## config.mk

```make
export PLATFORM = sky130hd
export DESIGN_NAME = cmt_timers
export DESIGN_NICKNAME = d
export VERILOG_FILES = /design/src/rtl/cmt_pkg.sv /design/src/rtl/cmt_timers.sv
export SDC_FILE = /design/constraint.sdc
export NUM_CORES = 1
export LEC_CHECK = 0
export BUFFER_PORTS_ARGS = -buffer_cell sky130_fd_sc_hd__buf_2
export CAP_MARGIN = 20
export CORE_MARGIN = 8
export CORE_UTILIZATION = 39
export CTS_CLUSTER_SIZE = 16
export DETAILED_ROUTE_END_ITERATION = 8
export PLACE_DENSITY = 0.58
export SLEW_MARGIN = 20
export SYNTH_ARGS = -nofsm -noshare
export SYNTH_HDL_FRONTEND = slang
export SYNTH_SLANG_ARGS = --single-unit
```

## constraint.sdc

```tcl
create_clock -name clk_in -period 3.5 [get_ports clk_in]
set_input_delay 0.7 -clock clk_in [delete_from_list [all_inputs] [get_ports clk_in]]
set_output_delay 0.7 -clock clk_in [all_outputs]
set_load 0.005 [all_outputs]
```

## src/rtl/cmt_pkg.sv

```systemverilog
// Package: register map, field layout and types of the connection timers
package cmt_pkg;

  // ----------------------------------------------------------------
  // Register indices (byte address is four times the index)
  // ----------------------------------------------------------------
  localparam logic [5:0] IDX_CONTROL_A = 6'h01;
  localparam logic [5:0] IDX_EVENT_FLAGS = 6'h02;
  localparam logic [5:0] IDX_MIN_CONNECT = 6'h06;
  localparam logic [5:0] IDX_MIN_LINE_STATE = 6'h07;
  localparam logic [5:0] IDX_MIN_TEARDOWN = 6'h08;
  localparam logic [5:0] IDX_SIGNALING_TIMEOUT = 6'h09;
  localparam logic [5:0] IDX_CONFIDENCE_LENGTH = 6'h0B;
  localparam logic [5:0] IDX_CLEANUP_TIME = 6'h0C;
  localparam logic [5:0] IDX_NOISE_LIMIT = 6'h0D;
  localparam logic [5:0] IDX_CONN_TIMER_LOAD = 6'h0E;
  localparam logic [5:0] IDX_NOISE_TIMER_LOAD = 6'h0F;
  localparam logic [5:0] IDX_CONN_TIMER_VALUE = 6'h12;
  localparam logic [5:0] IDX_NOISE_TIMER_VALUE = 6'h13;
  localparam logic [5:0] IDX_PRESCALER_STATE = 6'h14;
  localparam int ADDR_LSB = 2;

  // ----------------------------------------------------------------
  // Parameter slots and widths
  // ----------------------------------------------------------------
  localparam int NUM_PARAMS = 7;
  localparam logic [2:0] SLOT_NONE = 3'h7;
  localparam logic [2:0] SLOT_NOISE_LIMIT = 3'h6;
  localparam int TIMER_W = 16;
  localparam int CPRE_W = 8;
  localparam int NPRE_W = 2;
  localparam int NPRE_LSB = 8;
  localparam logic [15:0] PARAM_RESET = 16'h0000;
  localparam logic [15:0] TIMER_ZERO = 16'h0000;

  // ----------------------------------------------------------------
  // Timing
  // ----------------------------------------------------------------
  localparam int CLK_PERIOD_NS = 80;
  localparam int TICK_NS = 80;
  localparam int TICK_CYCLES = (TICK_NS + CLK_PERIOD_NS - 1) / CLK_PERIOD_NS;

  // ----------------------------------------------------------------
  // Teardown reason codes
  // ----------------------------------------------------------------
  localparam logic [2:0] REASON_NONE = 3'h0;
  localparam logic [2:0] REASON_SIG_TIMEOUT = 3'h2;
  localparam logic [2:0] REASON_NOISE = 3'h3;

  // ----------------------------------------------------------------
  // Types
  // ----------------------------------------------------------------
  typedef enum logic [2:0] {
    LS_QUIET,
    LS_IDLE,
    LS_NOISE,
    LS_ACTIVE,
    LS_UNKNOWN,
    LS_HALT,
    LS_MASTER
  } cmt_line_t;

  typedef struct packed {
    logic maintenance_state_noise_timing;
    logic noise_timer_undivided;
    logic conn_timer_undivided;
  } cmt_ctrl_t;

  localparam cmt_ctrl_t CTRL_RESET = '0;
  localparam int CTRL_W = 3;
endpackage

```

## src/rtl/cmt_timers.sv

```systemverilog
// Connection and noise timers with parameter registers behind an APB slave
//
// Register access over APB is this design's own decision.
`timescale 1ns/1ps

// Contract
// Connection timer is 16 bits, read-only at offset 0x12 normally.
// Connection timer advances on carry of an 8-bit prescaler, every 256 clocks.
// Connection prescaler value reads in bits 7..0 at offset 0x14.
// Timers load two's complement start values, count up; zero means expiry.
// Manager load from parameter registers clears connection prescaler too.
// In maintenance, write to 0x0E loads connection timer, clears its prescaler.
// Outside maintenance that write is ignored and sets processor error flag.
// Connection undivided mode bypasses prescaler, counting every clock.
// Noise timer is 16 bits, read-only at offset 0x13 normally.
// Write to 0x0F loads noise timer only in maintenance, noise mode clear.
// Noise timer advances on carry of a 2-bit prescaler, every four clocks.
// Noise prescaler value reads in bits 9 and 8 at offset 0x14.
// While active, noise timer starts when line leaves idle for noise/active/unknown.
// Noise expiry before idle returns forces teardown; the code does so only while pcm_active_in is set.
// Leaving idle loads noise timer from noise limit, clears noise prescaler.
// Noise load write with maintenance noise timing set is refused, error flagged.
// Maintenance noise timing times noise in maintenance without processor load.
// Noise undivided mode bypasses prescaler, counting every clock.
// Timing parameter registers are 16-bit, readable any time.
// Noise limit feeds noise timer; offsets 0x06 to 0x0C feed connection timer.
// Awaited response not seen before signaling timeout forces teardown.
// Software should program recommended values FFB2, FFFE, FF10, ECED.
// Teardown reason 010 on signaling timeout, 011 on noise limit.
// Expired timer holds zero, pulses expiry once until reloaded.
module cmt_timers
  import cmt_pkg::*;
(
  input wire logic clk_in,
  input wire logic rst_n_in,
  input wire logic psel_in,
  input wire logic penable_in,
  input wire logic pwrite_in,
  input wire logic [7:0] paddr_in,
  input wire logic [31:0] pwdata_in,
  output logic [31:0] prdata_out,
  output logic pready_out,
  output logic pslverr_out,
  input wire logic maintenance_state_state_in,
  input wire logic pcm_active_in,
  input wire cmt_line_t line_state_in,
  input wire logic conn_load_in,
  input wire logic [2:0] conn_param_sel_in,
  input wire logic awaiting_response_in,
  output logic conn_expired_out,
  output logic noise_expired_out,
  output logic teardown_req_out,
  output logic [2:0] teardown_reason_out,
  output logic processor_error_out
);

  // ----------------------------------------------------------------
  // Decoding helpers
  // ----------------------------------------------------------------
  function automatic logic [2:0] param_slot(input logic [5:0] idx);
    case (idx)
      IDX_MIN_CONNECT: param_slot = 3'h0;
      IDX_MIN_LINE_STATE: param_slot = 3'h1;
      IDX_MIN_TEARDOWN: param_slot = 3'h2;
      IDX_SIGNALING_TIMEOUT: param_slot = 3'h3;
      IDX_CONFIDENCE_LENGTH: param_slot = 3'h4;
      IDX_CLEANUP_TIME: param_slot = 3'h5;
      IDX_NOISE_LIMIT: param_slot = SLOT_NOISE_LIMIT;
      default: param_slot = SLOT_NONE;
    endcase
  endfunction

  function automatic logic [5:0] sel_index(input logic [2:0] sel);
    case (sel)
      3'h0: sel_index = IDX_MIN_CONNECT;
      3'h1: sel_index = IDX_MIN_LINE_STATE;
      3'h2: sel_index = IDX_MIN_TEARDOWN;
      3'h3: sel_index = IDX_SIGNALING_TIMEOUT;
      3'h4: sel_index = IDX_CONFIDENCE_LENGTH;
      default: sel_index = IDX_CLEANUP_TIME;
    endcase
  endfunction

  // ----------------------------------------------------------------
  // Declarations
  // ----------------------------------------------------------------
  logic [TIMER_W-1:0] params_r [NUM_PARAMS];
  cmt_ctrl_t ctrl_r;
  logic err_flag_r;
  logic [TIMER_W-1:0] conn_r;
  logic [TIMER_W-1:0] noise_r;
  logic [CPRE_W-1:0] cpre_r;
  logic [NPRE_W-1:0] npre_r;
  logic conn_run_r;
  logic noise_run_r;
  cmt_line_t line_prev_r;
  logic [31:0] prdata_r;
  logic pready_r;
  logic pslverr_r;
  logic conn_exp_r;
  logic noise_exp_r;
  logic teardown_r;
  logic [2:0] reason_r;

  logic [5:0] idx;
  logic setup;
  logic wr_done;
  logic mapped;
  logic wr_conn_load;
  logic wr_noise_load;
  logic conn_load_ok;
  logic noise_load_ok;
  logic wr_error;
  logic [2:0] wslot;
  logic [2:0] cslot;
  logic leave_idle;
  logic noise_start;
  logic noise_enable;
  logic conn_tick;
  logic noise_tick;
  logic conn_hit;
  logic noise_hit;
  logic [31:0] rd_data;

  // ----------------------------------------------------------------
  // Bus decode
  // ----------------------------------------------------------------
  assign idx = paddr_in[ADDR_LSB+5:ADDR_LSB];
  assign setup = psel_in && !penable_in;
  assign wr_done = psel_in && penable_in && pready_r && pwrite_in;
  assign wslot = param_slot(idx);
  assign cslot = param_slot(sel_index(conn_param_sel_in));
  assign wr_conn_load = wr_done && (idx == IDX_CONN_TIMER_LOAD);
  assign wr_noise_load = wr_done && (idx == IDX_NOISE_TIMER_LOAD);
  assign conn_load_ok = wr_conn_load && maintenance_state_state_in;
  assign noise_load_ok = wr_noise_load && maintenance_state_state_in
                         && !ctrl_r.maintenance_state_noise_timing;
  assign wr_error = (wr_conn_load && !maintenance_state_state_in)
                    || (wr_noise_load && !noise_load_ok);

  always_comb
  begin
    mapped = 1'b1;
    rd_data = '0;
    if (param_slot(idx) != SLOT_NONE)
    begin
      rd_data[TIMER_W-1:0] = params_r[param_slot(idx)];
    end
    else
    begin
      case (idx)
        IDX_CONTROL_A: rd_data[CTRL_W-1:0] = ctrl_r;
        IDX_EVENT_FLAGS: rd_data[0] = err_flag_r;
        IDX_CONN_TIMER_LOAD: rd_data = '0;
        IDX_NOISE_TIMER_LOAD: rd_data = '0;
        IDX_CONN_TIMER_VALUE: rd_data[TIMER_W-1:0] = conn_r;
        IDX_NOISE_TIMER_VALUE: rd_data[TIMER_W-1:0] = noise_r;
        IDX_PRESCALER_STATE:
        begin
          rd_data[CPRE_W-1:0] = cpre_r;
          rd_data[NPRE_LSB+NPRE_W-1:NPRE_LSB] = npre_r;
        end
        default: mapped = 1'b0;
      endcase
    end
  end

  // ----------------------------------------------------------------
  // APB answer, one wait-free access phase
  // ----------------------------------------------------------------
  always_ff @(posedge clk_in)
  begin
    if (!rst_n_in)
    begin
      pready_r <= 1'b0;
      pslverr_r <= 1'b0;
      prdata_r <= '0;
    end
    else
    begin
      pready_r <= setup;
      pslverr_r <= setup && !mapped;
      prdata_r <= (setup && !pwrite_in) ? rd_data : '0;
    end
  end

  // ----------------------------------------------------------------
  // Software registers
  // ----------------------------------------------------------------
  always_ff @(posedge clk_in)
  begin
    if (!rst_n_in)
    begin
      for (int i = 0; i < NUM_PARAMS; i++)
      begin
        params_r[i] <= PARAM_RESET;
      end
    end
    else if (wr_done && wslot != SLOT_NONE)
    begin
      params_r[wslot] <= pwdata_in[TIMER_W-1:0];
    end
  end

  always_ff @(posedge clk_in)
  begin
    if (!rst_n_in)
    begin
      ctrl_r <= CTRL_RESET;
    end
    else if (wr_done && idx == IDX_CONTROL_A)
    begin
      ctrl_r <= cmt_ctrl_t'(pwdata_in[CTRL_W-1:0]);
    end
  end

  // Error flag: write one to clear, a new error wins
  always_ff @(posedge clk_in)
  begin
    if (!rst_n_in)
    begin
      err_flag_r <= 1'b0;
    end
    else if (wr_error)
    begin
      err_flag_r <= 1'b1;
    end
    else if (wr_done && idx == IDX_EVENT_FLAGS && pwdata_in[0])
    begin
      err_flag_r <= 1'b0;
    end
  end

  // ----------------------------------------------------------------
  // Connection timer and prescaler
  // ----------------------------------------------------------------
  assign conn_tick = ctrl_r.conn_timer_undivided || (&cpre_r);
  assign conn_hit = conn_run_r && (conn_r == TIMER_ZERO);

  always_ff @(posedge clk_in)
  begin
    if (!rst_n_in)
    begin
      conn_r <= TIMER_ZERO;
      cpre_r <= '0;
      conn_run_r <= 1'b0;
      conn_exp_r <= 1'b0;
    end
    else
    begin
      conn_exp_r <= conn_hit;
      if (conn_load_ok)
      begin
        conn_r <= pwdata_in[TIMER_W-1:0];
        cpre_r <= '0;
        conn_run_r <= 1'b1;
      end
      else if (conn_load_in)
      begin
        conn_r <= params_r[cslot];
        cpre_r <= '0;
        conn_run_r <= 1'b1;
      end
      else
      begin
        cpre_r <= cpre_r + 1'b1;
        if (conn_hit)
        begin
          conn_run_r <= 1'b0;
        end
        else if (conn_run_r && conn_tick)
        begin
          conn_r <= conn_r + 1'b1;
        end
      end
    end
  end

  // ----------------------------------------------------------------
  // Noise timer and prescaler
  // ----------------------------------------------------------------
  assign leave_idle = (line_prev_r == LS_IDLE) && (line_state_in != LS_IDLE);
  assign noise_enable = pcm_active_in
                        || (maintenance_state_state_in && ctrl_r.maintenance_state_noise_timing);
  assign noise_start = leave_idle && noise_enable
                       && (line_state_in == LS_NOISE || line_state_in == LS_ACTIVE
                           || line_state_in == LS_UNKNOWN);
  assign noise_tick = ctrl_r.noise_timer_undivided || (&npre_r);
  assign noise_hit = noise_run_r && (noise_r == TIMER_ZERO);

  always_ff @(posedge clk_in)
  begin
    if (!rst_n_in)
    begin
      line_prev_r <= LS_QUIET;
    end
    else
    begin
      line_prev_r <= line_state_in;
    end
  end

  always_ff @(posedge clk_in)
  begin
    if (!rst_n_in)
    begin
      noise_r <= TIMER_ZERO;
      npre_r <= '0;
      noise_run_r <= 1'b0;
      noise_exp_r <= 1'b0;
    end
    else
    begin
      noise_exp_r <= noise_hit;
      if (leave_idle)
      begin
        noise_r <= params_r[SLOT_NOISE_LIMIT];
        npre_r <= '0;
        noise_run_r <= noise_start;
      end
      else if (noise_load_ok)
      begin
        noise_r <= pwdata_in[TIMER_W-1:0];
        npre_r <= '0;
        noise_run_r <= 1'b1;
      end
      else
      begin
        npre_r <= npre_r + 1'b1;
        if (noise_hit || line_state_in == LS_IDLE)
        begin
          noise_run_r <= 1'b0;
        end
        else if (noise_run_r && noise_tick)
        begin
          noise_r <= noise_r + 1'b1;
        end
      end
    end
  end

  // ----------------------------------------------------------------
  // Teardown request and reason
  // ----------------------------------------------------------------
  always_ff @(posedge clk_in)
  begin
    if (!rst_n_in)
    begin
      teardown_r <= 1'b0;
      reason_r <= REASON_NONE;
    end
    else
    begin
      teardown_r <= 1'b0;
      if (noise_hit && pcm_active_in && line_state_in != LS_IDLE)
      begin
        teardown_r <= 1'b1;
        reason_r <= REASON_NOISE;
      end
      else if (conn_hit && awaiting_response_in)
      begin
        teardown_r <= 1'b1;
        reason_r <= REASON_SIG_TIMEOUT;
      end
    end
  end

  // ----------------------------------------------------------------
  // Outputs
  // ----------------------------------------------------------------
  assign prdata_out = prdata_r;
  assign pready_out = pready_r;
  assign pslverr_out = pslverr_r;
  assign conn_expired_out = conn_exp_r;
  assign noise_expired_out = noise_exp_r;
  assign teardown_req_out = teardown_r;
  assign teardown_reason_out = reason_r;
  assign processor_error_out = err_flag_r;

endmodule

```

==> qor.tcl, run 1 <==
set qor(drt_drc_violations_left) 0
set qor(dieWidth_um) 176
set qor(r2r_setup_slk_ns) 0.79
set qor(grt_pass1_vias) 8256
set qor(slew_viol_final) 0
set qor(total_number_of_clock_tree_sinks) 186
set qor(htree_levels) 4
set qor(yosysTopAreaCellShare_pct) 28.8
set qor(switching_share_pct) 27.1
set qor(netlist_area_sq_um) 10000
set qor(postSynth.topFlopCell) {sky130_fd_sc_hd__edfxtp_1}
set qor(synth-edff-count) 96
set qor(detailed_place_hpwl_um) 24700
set qor(timing.critical_path.arrival_ns) 3.04
set qor(wl_um) 34100
set qor(min_period_over_period_pct) 77.6
set qor(endpoint) {conn_r[2]$_SDFFE_PN0P_}
set qor(period_needed_ns) 2.71
set qor(post-cts-setup-buffers) 0
set qor(tightest_slew_ns) 0.933
set qor(yosysSeqAreaShare_pct) 46.9
set qor(floorplan.die.height_um) 176
set qor(timing.reg2reg.worst_path_depth) 9
set qor(rr_startpoint) {conn_r[0]$_SDFFE_PN0P_}
set qor(cts_made_buffers) 17
set qor(max_freq_mhz) 368
set qor(setup.worst_path.class) {flip-flop to flip-flop}
set qor(global_route.usage.total_pct) 21.6
set qor(clock-root-buffer) {sky130_fd_sc_hd__clkbuf_16}
set qor(initial_utilization_pct) 39.7
set qor(crit_fanout) 11
set qor(worst_setup_path_startpoint) {conn_r[0]$_SDFFE_PN0P_}
set qor(synth-warning-count) 0
set qor(avgViaCountPerCell) 5.96
set qor(ant_nets) 0
set qor(finalSetupViolCount) 0
set qor(power_density_nw_per_um2) 417
set qor(postSynthCellCount) 1052
set qor(slew-limit-headroom_pct) 37.5
set qor(synth.distinct_cells) 85
set qor(worst_skew_pair.late_latency_ns) 0.44
set qor(grt_first_pass_wirelength_um) 50900
set qor(number_of_register_bits_inferred_by_synthesis) 186
set qor(status) {complete, no violations}
set qor(floorplan.core_area_sq_um) 25200
set qor(rr_endpoint) {conn_r[2]$_SDFFE_PN0P_}
set qor(yosysTopAreaCell) {sky130_fd_sc_hd__edfxtp_1}
set qor(dr_total_vias) 8662
set qor(net-switching-power_mw) 1.28
set qor(detailedRoute.firstIterationViolations) 973
set qor(tritoncts) {built}
set qor(p_leak_nw) 4.22
set qor(drt-pass1-iter-count) 6
set qor(hold_viol) 0
set qor(worstSetupEndpointType) {flip-flop}
set qor(setup_total_negative_slack_ns) 0
set qor(asyncSetResetFlopFracSynth_pct) 0
set qor(fin_skew_ns) 0.0144
set qor(whs_ns) 0.456
set qor(finish.net_count) 1171
set qor(seq_power_share_pct) 50.7
set qor(grt_antenna_before_repair) 0
set qor(gr-total-overflow) 0
set qor(rsz0062_at_grt) {false}
set qor(post_route_cells_drive_above_1_share_pct) 16.9
set qor(timing.critical_path.from_type) {flip-flop}
set qor(cell_internal_pwr_mw) 3.43
set qor(diodes) 0
set qor(per_cell_routed_wire_length_um) 23.5
set qor(finalWeightedCongestion) 0.916
set qor(post_cts_resize_count) 0
set qor(synthTopCellsByArea) {sky130_fd_sc_hd__edfxtp_1, sky130_fd_sc_hd__dfxtp_1, sky130_fd_sc_hd__nand2_1, sky130_fd_sc_hd__nor2_1, sky130_fd_sc_hd__mux4_2}
set qor(fp-row-count) 58
set qor(power.ir.vdd_worst_uv) 221
set qor(synthesis.area_per_instance_sq_um) 9.50
set qor(min-delay-path-class) {input pin to flip-flop}
set qor(worst-endpoint-required_ns) 3.82
set qor(grt_start_max_net_pins) 38
set qor(cts_max_path_buffers) 2
set qor(area_growth_syn_to_layout_pct) 12.9
set qor(post_placement_cell_count) 1421
set qor(port_buffers) 60
set qor(cts.clk_slew.worst_paths_ns) 0.08
set qor(comb_power_share_pct) 9.5
set qor(post_cts_hold_buffer_count) 0
set qor(fin_cells) 1453
set qor(power.clock.fraction_pct) 39.8
set qor(dieArea_sq_um) 31000
set qor(number_of_violations_of_the_max_capacitance_limit) 0
set qor(design.portCount) 96
-- logic make-up (layout without fill, tap and decap cells) --
family,after synthesis,after routing,share of synthesized area (%)
and+or+nand+nor,441,441,21.9
AOI/OAI and AO/OA,229,229,15.8
DFF,186,186,46.9
buffers and inverters,119,174,5.76
muxes,53,53,7.36
xor gates and xnor gates,17,17,1.49
adders and majority gates,6,6,0.751
other,1,17,0.0375
-- power groups by stage --
stage	sequential, mW	combinational, mW	clock (mW)
floorplan	2.41	0.278	0
global placement	2.43	0.435	0
detailed placement	2.43	0.438	0
CTS	2.38	0.439	1.89
global route	2.39	0.476	1.97
finish	2.38	0.447	1.87
-- stage by stage --
stage / area, sq um / utilization, % / total power [mW] / setup WS [ns]
detailed placement: 10700 / 42.6 / 2.87 / 0.466
global route: 11300 / 44.8 / 4.83 / 0.626
finish: 11300 / 44.8 / 4.70 / 0.786
floorplan: 10100 / - / 2.69 / 0.676
CTS: 11300 / 44.8 / 4.71 / 0.846
global placement: 10700 / 42.6 / 2.86 / 0.484
-- critical path: stages (launching register included) --
cell and delay (ns):
sky130_fd_sc_hd__dfxtp_1 0.42, sky130_fd_sc_hd__inv_1 0.10, sky130_fd_sc_hd__ha_1 0.18, sky130_fd_sc_hd__nor4b_1 0.29, sky130_fd_sc_hd__nand4_1 0.13, sky130_fd_sc_hd__buf_4 0.18, sky130_fd_sc_hd__and3_1 0.31, sky130_fd_sc_hd__nor3_1 0.66
sky130_fd_sc_hd__nor3_1 0.14, sky130_fd_sc_hd__o21a_1 0.19
-- synthesized netlist by cell type, drive strengths merged, types with 15 or more instances --
cell / count
a21oi: 61
dfxtp: 90
and2: 21
nand3: 40
and3: 20
a22oi: 17
edfxtp: 96
a31oi: 20
nand2b: 15
nor3: 19
nand2: 139
clkbuf: 37
nand4: 15
buf: 50
mux4: 16
inv: 32
o21ai: 40
nor2: 126
mux2i: 33
-- area by class of cell --
type,instances,area (sq um)
clock buffer,18,429
clock inverter,14,129
fill,2450,13900
inverter,32,120
multi-input combinational,763,4810
sequential,186,4680
tap,330,413
timing repair buffer,110,701
-- flip-flops by register name, indices dropped and copies added (netlist names) --
signal and cells:
conn_expired_out 1, conn_r 16, conn_run_r 1, cpre_r 8
ctrl_r 3, line_prev_r 3, noise_expired_out 1, noise_r 16
noise_run_r 1, npre_r 2, params_r 112, prdata_out 16
pready_out 1, processor_error_out 1, pslverr_out 1, teardown_reason_out 2
teardown_req_out 1
-- worst min-delay path by stage --
stage	startpoint	cells past startpoint	end	slack [ns]
after floorplan	npre_r[0]$_SDFF_PP0_	1	npre_r[0]$_SDFF_PP0_	0.43
after global placement	teardown_reason_out[1]$_SDFFE_PN0P_	1	teardown_reason_out[1]$_SDFFE_PN0P_	0.43
after global routing	penable_in	2	pready_out$_SDFF_PN0_	0.47
after detailed placement	teardown_reason_out[1]$_SDFFE_PN0P_	1	teardown_reason_out[1]$_SDFFE_PN0P_	0.44
after CTS	penable_in	2	pready_out$_SDFF_PN0_	0.45
final	penable_in	2	pready_out$_SDFF_PN0_	0.46
-- cells in the final DEF (no fill, tap or decap), types with 5 or more instances in the layout --
cell,count
sky130_fd_sc_hd__edfxtp_1,96
sky130_fd_sc_hd__mux2i_1,33
sky130_fd_sc_hd__a222oi_1,12
sky130_fd_sc_hd__o211ai_1,6
sky130_fd_sc_hd__a22o_1,6
sky130_fd_sc_hd__dfxtp_1,90
sky130_fd_sc_hd__nand2_1,138
sky130_fd_sc_hd__mux4_2,16
sky130_fd_sc_hd__nor2b_1,6
sky130_fd_sc_hd__and2_1,21
sky130_fd_sc_hd__nand4_1,13
sky130_fd_sc_hd__a32oi_1,6
sky130_fd_sc_hd__nor4b_1,5
sky130_fd_sc_hd__xor2_1,13
sky130_fd_sc_hd__inv_6,6
sky130_fd_sc_hd__o22ai_1,8
sky130_fd_sc_hd__nand3_1,35
sky130_fd_sc_hd__nor4_1,9
sky130_fd_sc_hd__ha_1,6
sky130_fd_sc_hd__nor3_1,18
sky130_fd_sc_hd__a22oi_1,17
sky130_fd_sc_hd__o221ai_1,7
sky130_fd_sc_hd__buf_2,60
sky130_fd_sc_hd__o21a_1,5
sky130_fd_sc_hd__nand2b_1,15
sky130_fd_sc_hd__nand3_2,5
sky130_fd_sc_hd__a21oi_1,58
sky130_fd_sc_hd__clkbuf_16,17
sky130_fd_sc_hd__and3_1,20
sky130_fd_sc_hd__conb_1,17
sky130_fd_sc_hd__and4b_1,5
sky130_fd_sc_hd__inv_1,32
sky130_fd_sc_hd__o21ai_0,38
sky130_fd_sc_hd__nor2_1,124
sky130_fd_sc_hd__a31oi_1,19
sky130_fd_sc_hd__buf_4,48
-- routing by layer --
layer / GRT usage [%] / routed length (um) / part of all wire [%]
met2: 33.6 / 15400 / 45
met3: 5.04 / 3420 / 10
met4: 7.45 / 837 / 2.5
met5: 0 / 0 / 0
met1: 29.1 / 14400 / 42
Power figures use the tool's default switching activity.
==> inputs of run 2 (changes only) <==
==> constraint.sdc (replaced) <==
create_clock -name clk_in -period 2.6 [get_ports clk_in]
set_input_delay 0.52 -clock clk_in [delete_from_list [all_inputs] [get_ports clk_in]]
set_output_delay 0.52 -clock clk_in [all_outputs]
set_load 0.005 [all_outputs]
==> run 2 against run 1 <==
Compared with the run above: maximum frequency increased by 16%; highest routed layer is now met5; clock skew decreased by 0.0041 ns; clock power increased by 34%; largest power group unchanged; first-iteration DRC count increased by 3.4%; via count increased by 2.2%; sequential share of layout area decreased by 1.3 points; utilization increased by 1.4 points.
==> qor.tcl, run 2 (synthesis results as in run 1) <==
set qor(floorplan.die.height_um) 176 ;# unchanged
set qor(clock-root-buffer) {sky130_fd_sc_hd__clkbuf_16} ;# unchanged
set qor(global_route.usage.total_pct) 22.3 ;# was 21.6%
set qor(wl_um) 34700 ;# was 34100 um
set qor(mostFrequentLayoutCells) {sky130_fd_sc_hd__nand2_1, sky130_fd_sc_hd__nor2_1, sky130_fd_sc_hd__edfxtp_1, sky130_fd_sc_hd__dfxtp_1, sky130_fd_sc_hd__buf_4} ;# was sky130_fd_sc_hd__nand2_1, sky130_fd_sc_hd__nor2_1, sky130_fd_sc_hd__edfxtp_1, sky130_fd_sc_hd__dfxtp_1, sky130_fd_sc_hd__buf_2
set qor(htree_levels) 4 ;# unchanged
set qor(detailed_place_hpwl_um) 24800 ;# was 24700 um
set qor(finalSetupViolCount) 0 ;# unchanged
set qor(avgViaCountPerCell) 5.97 ;# was 5.96
set qor(initial_utilization_pct) 39.7 ;# unchanged
set qor(tritoncts) {built} ;# unchanged
set qor(registers.top_by_ff_count) {params_r} ;# unchanged
set qor(slew-limit-headroom_pct) 29.1 ;# was 37.5%
set qor(ant_nets) 0 ;# unchanged
set qor(drt_drc_violations_left) 0 ;# unchanged
set qor(p_leak_nw) 4.41 ;# was 4.22 nW
set qor(most_common_cell_after_layout_fill_and_taps_aside) {sky130_fd_sc_hd__nand2_1} ;# unchanged
set qor(setup.worst_path.class) {flip-flop to flip-flop} ;# unchanged
set qor(fp-row-count) 58 ;# unchanged
set qor(dieWidth_um) 176 ;# unchanged
set qor(slew_viol_final) 0 ;# unchanged
set qor(crit_fanout) 12 ;# was 11
set qor(comb_power_share_pct) 10.2 ;# was 9.5%
set qor(period_needed_ns) 2.33 ;# was 2.71 ns
set qor(hold_viol) 0 ;# unchanged
set qor(rsz0062_at_grt) {false} ;# unchanged
set qor(power.clock.fraction_pct) 39.5 ;# was 39.8%
set qor(cell_internal_pwr_mw) 4.64 ;# was 3.43 mW
set qor(cts_made_buffers) 17 ;# unchanged
set qor(seq_power_share_pct) 50.4 ;# was 50.7%
set qor(post_cts_hold_buffer_count) 0 ;# unchanged
set qor(dieArea_sq_um) 31000 ;# unchanged
set qor(finish.net_count) 1202 ;# was 1171
set qor(drt-pass1-iter-count) 5 ;# was 6
set qor(dr_total_vias) 8854 ;# was 8662
set qor(port_buffers) 60 ;# unchanged
set qor(worst_skew_pair.late_latency_ns) 0.44 ;# about the same
set qor(largest_reg_flops) 112 ;# unchanged
set qor(worstSetupEndpointType) {flip-flop} ;# unchanged
set qor(area_growth_syn_to_layout_pct) 16.5 ;# was 12.9%
set qor(max_freq_mhz) 429 ;# was 368 MHz
set qor(grt_start_max_net_pins) 39 ;# was 38
set qor(min-delay-path-class) {input pin to flip-flop} ;# unchanged
set qor(detailedRoute.firstIterationViolations) 1006 ;# was 973
set qor(total_number_of_clock_tree_sinks) 186 ;# unchanged
set qor(grt_pass1_vias) 8528 ;# was 8256
set qor(tightest_slew_ns) 1.06 ;# was 0.933 ns
set qor(worst-endpoint-required_ns) 2.93 ;# was 3.82 ns
set qor(fin_skew_ns) 0.0103 ;# was 0.0144 ns
set qor(power_density_nw_per_um2) 546 ;# was 417 nW/um^2
set qor(total_power_mw) 6.36 ;# was 4.70 mW
set qor(diodes) 0 ;# unchanged
set qor(timing.critical_path.from_type) {flip-flop} ;# unchanged
set qor(setup_total_negative_slack_ns) 0 ;# unchanged
set qor(grt_first_pass_wirelength_um) 53000 ;# was 50900 um
set qor(post_cts_resize_count) 0 ;# unchanged
set qor(timing.critical_path.arrival_ns) 2.66 ;# was 3.04 ns
set qor(status) {complete, no violations} ;# unchanged
set qor(number_of_violations_of_the_max_capacitance_limit) 0 ;# unchanged
set qor(cts.clk_slew.worst_paths_ns) 0.07 ;# was 0.08 ns
set qor(min_period_over_period_pct) 89.6 ;# was 77.6%
set qor(per_cell_routed_wire_length_um) 23.4 ;# was 23.5 um
set qor(cts_max_path_buffers) 2 ;# unchanged
set qor(switching_share_pct) 27.0 ;# was 27.1%
set qor(net-switching-power_mw) 1.72 ;# was 1.28 mW
set qor(gr-total-overflow) 0 ;# unchanged
set qor(grt_antenna_before_repair) 1 ;# was 0
set qor(design.portCount) 96 ;# unchanged
set qor(final_area_sq_um) 11600 ;# was 11300 sq um
set qor(placed_area_sq_um) 11100 ;# was 10700 sq um
set qor(post_route_cells_drive_above_1_share_pct) 19.5 ;# was 16.9%
set qor(post-cts-setup-buffers) 0 ;# unchanged
set qor(floorplan.core_area_sq_um) 25200 ;# unchanged
set qor(power.ir.vdd_worst_uv) 360 ;# was 221 uV
set qor(finalWeightedCongestion) 0.919 ;# was 0.916
-- run 2: through the flow --
step / cells / setup WS (ns) / hold WS [ns] / utilization, %
2_1_floorplan: 1068 / 0.0375 / 0.433 / -
3_3_place_gp: 1452 / -0.0248 / 0.429 / 44.0
3_5_place_dp: 1452 / -0.0542 / 0.445 / 44.0
4_1_cts: 1483 / 0.287 / 0.260 / 46.2
5_1_grt: 1483 / 0.0751 / 0.271 / 46.2
6_report: 1483 / 0.269 / 0.268 / 46.2
-- run 2: per-layer routing --
metal | up-vias | part of all wire [%] | global-route usage [%] | routed length (um)
met5 | - | 0.037 | 0 | 13
met4 | 2 | 3.0 | 7.84 | 1030
met3 | 68 | 9.1 | 4.23 | 3150
met2 | 437 | 46 | 35.1 | 16000
met1 | 4338 | 42 | 30.3 | 14500
li1 | 4009 | - | - | -
-- run 2: power by group through the flow --
stage          Sequential (mW)  Clock (mW)  Combinational [mW]
6_report                  3.20        2.51               0.647
4_1_cts                   3.20        2.53               0.639
3_5_place_dp              3.27           0               0.636
3_3_place_gp              3.26           0               0.632
2_1_floorplan             3.25           0               0.375
5_1_grt                   3.21        2.66               0.692
-- run 2: final timing paths --
path | end | startpoint | depth (start not counted) | slack, ns
setup reg to reg | noise_r[13]$_SDFFE_PN0P_ | line_prev_r[2]$_SDFF_PN0_ | 7 | 0.27
hold reg to reg | teardown_reason_out[1]$_SDFFE_PN0P_ | teardown_reason_out[1]$_SDFFE_PN0P_ | 1 | 0.46
hold / removal | pready_out$_SDFF_PN0_ | penable_in | 2 | 0.27
setup / recovery | noise_r[13]$_SDFFE_PN0P_ | line_prev_r[2]$_SDFF_PN0_ | 7 | 0.27
-- run 2: layout make-up --
type	count	area [sq um]
well taps	330	413
fillers	2397	13500
inverters	32	120
clock inverters	14	129
clock buffers	17	425
repair buffers	141	1050
flip-flops and latches	186	4680
multi-input cells	763	4820
-- run 2: critical path, stage by stage (launching register included) --
cell and delay (ns):
sky130_fd_sc_hd__dfxtp_1 0.30, sky130_fd_sc_hd__nand2b_1 0.16, sky130_fd_sc_hd__nor3b_2 0.85, sky130_fd_sc_hd__buf_4 0.29
sky130_fd_sc_hd__nor2_1 0.05, sky130_fd_sc_hd__a22oi_1 0.23, sky130_fd_sc_hd__a21oi_1 0.11, sky130_fd_sc_hd__o211a_1 0.22
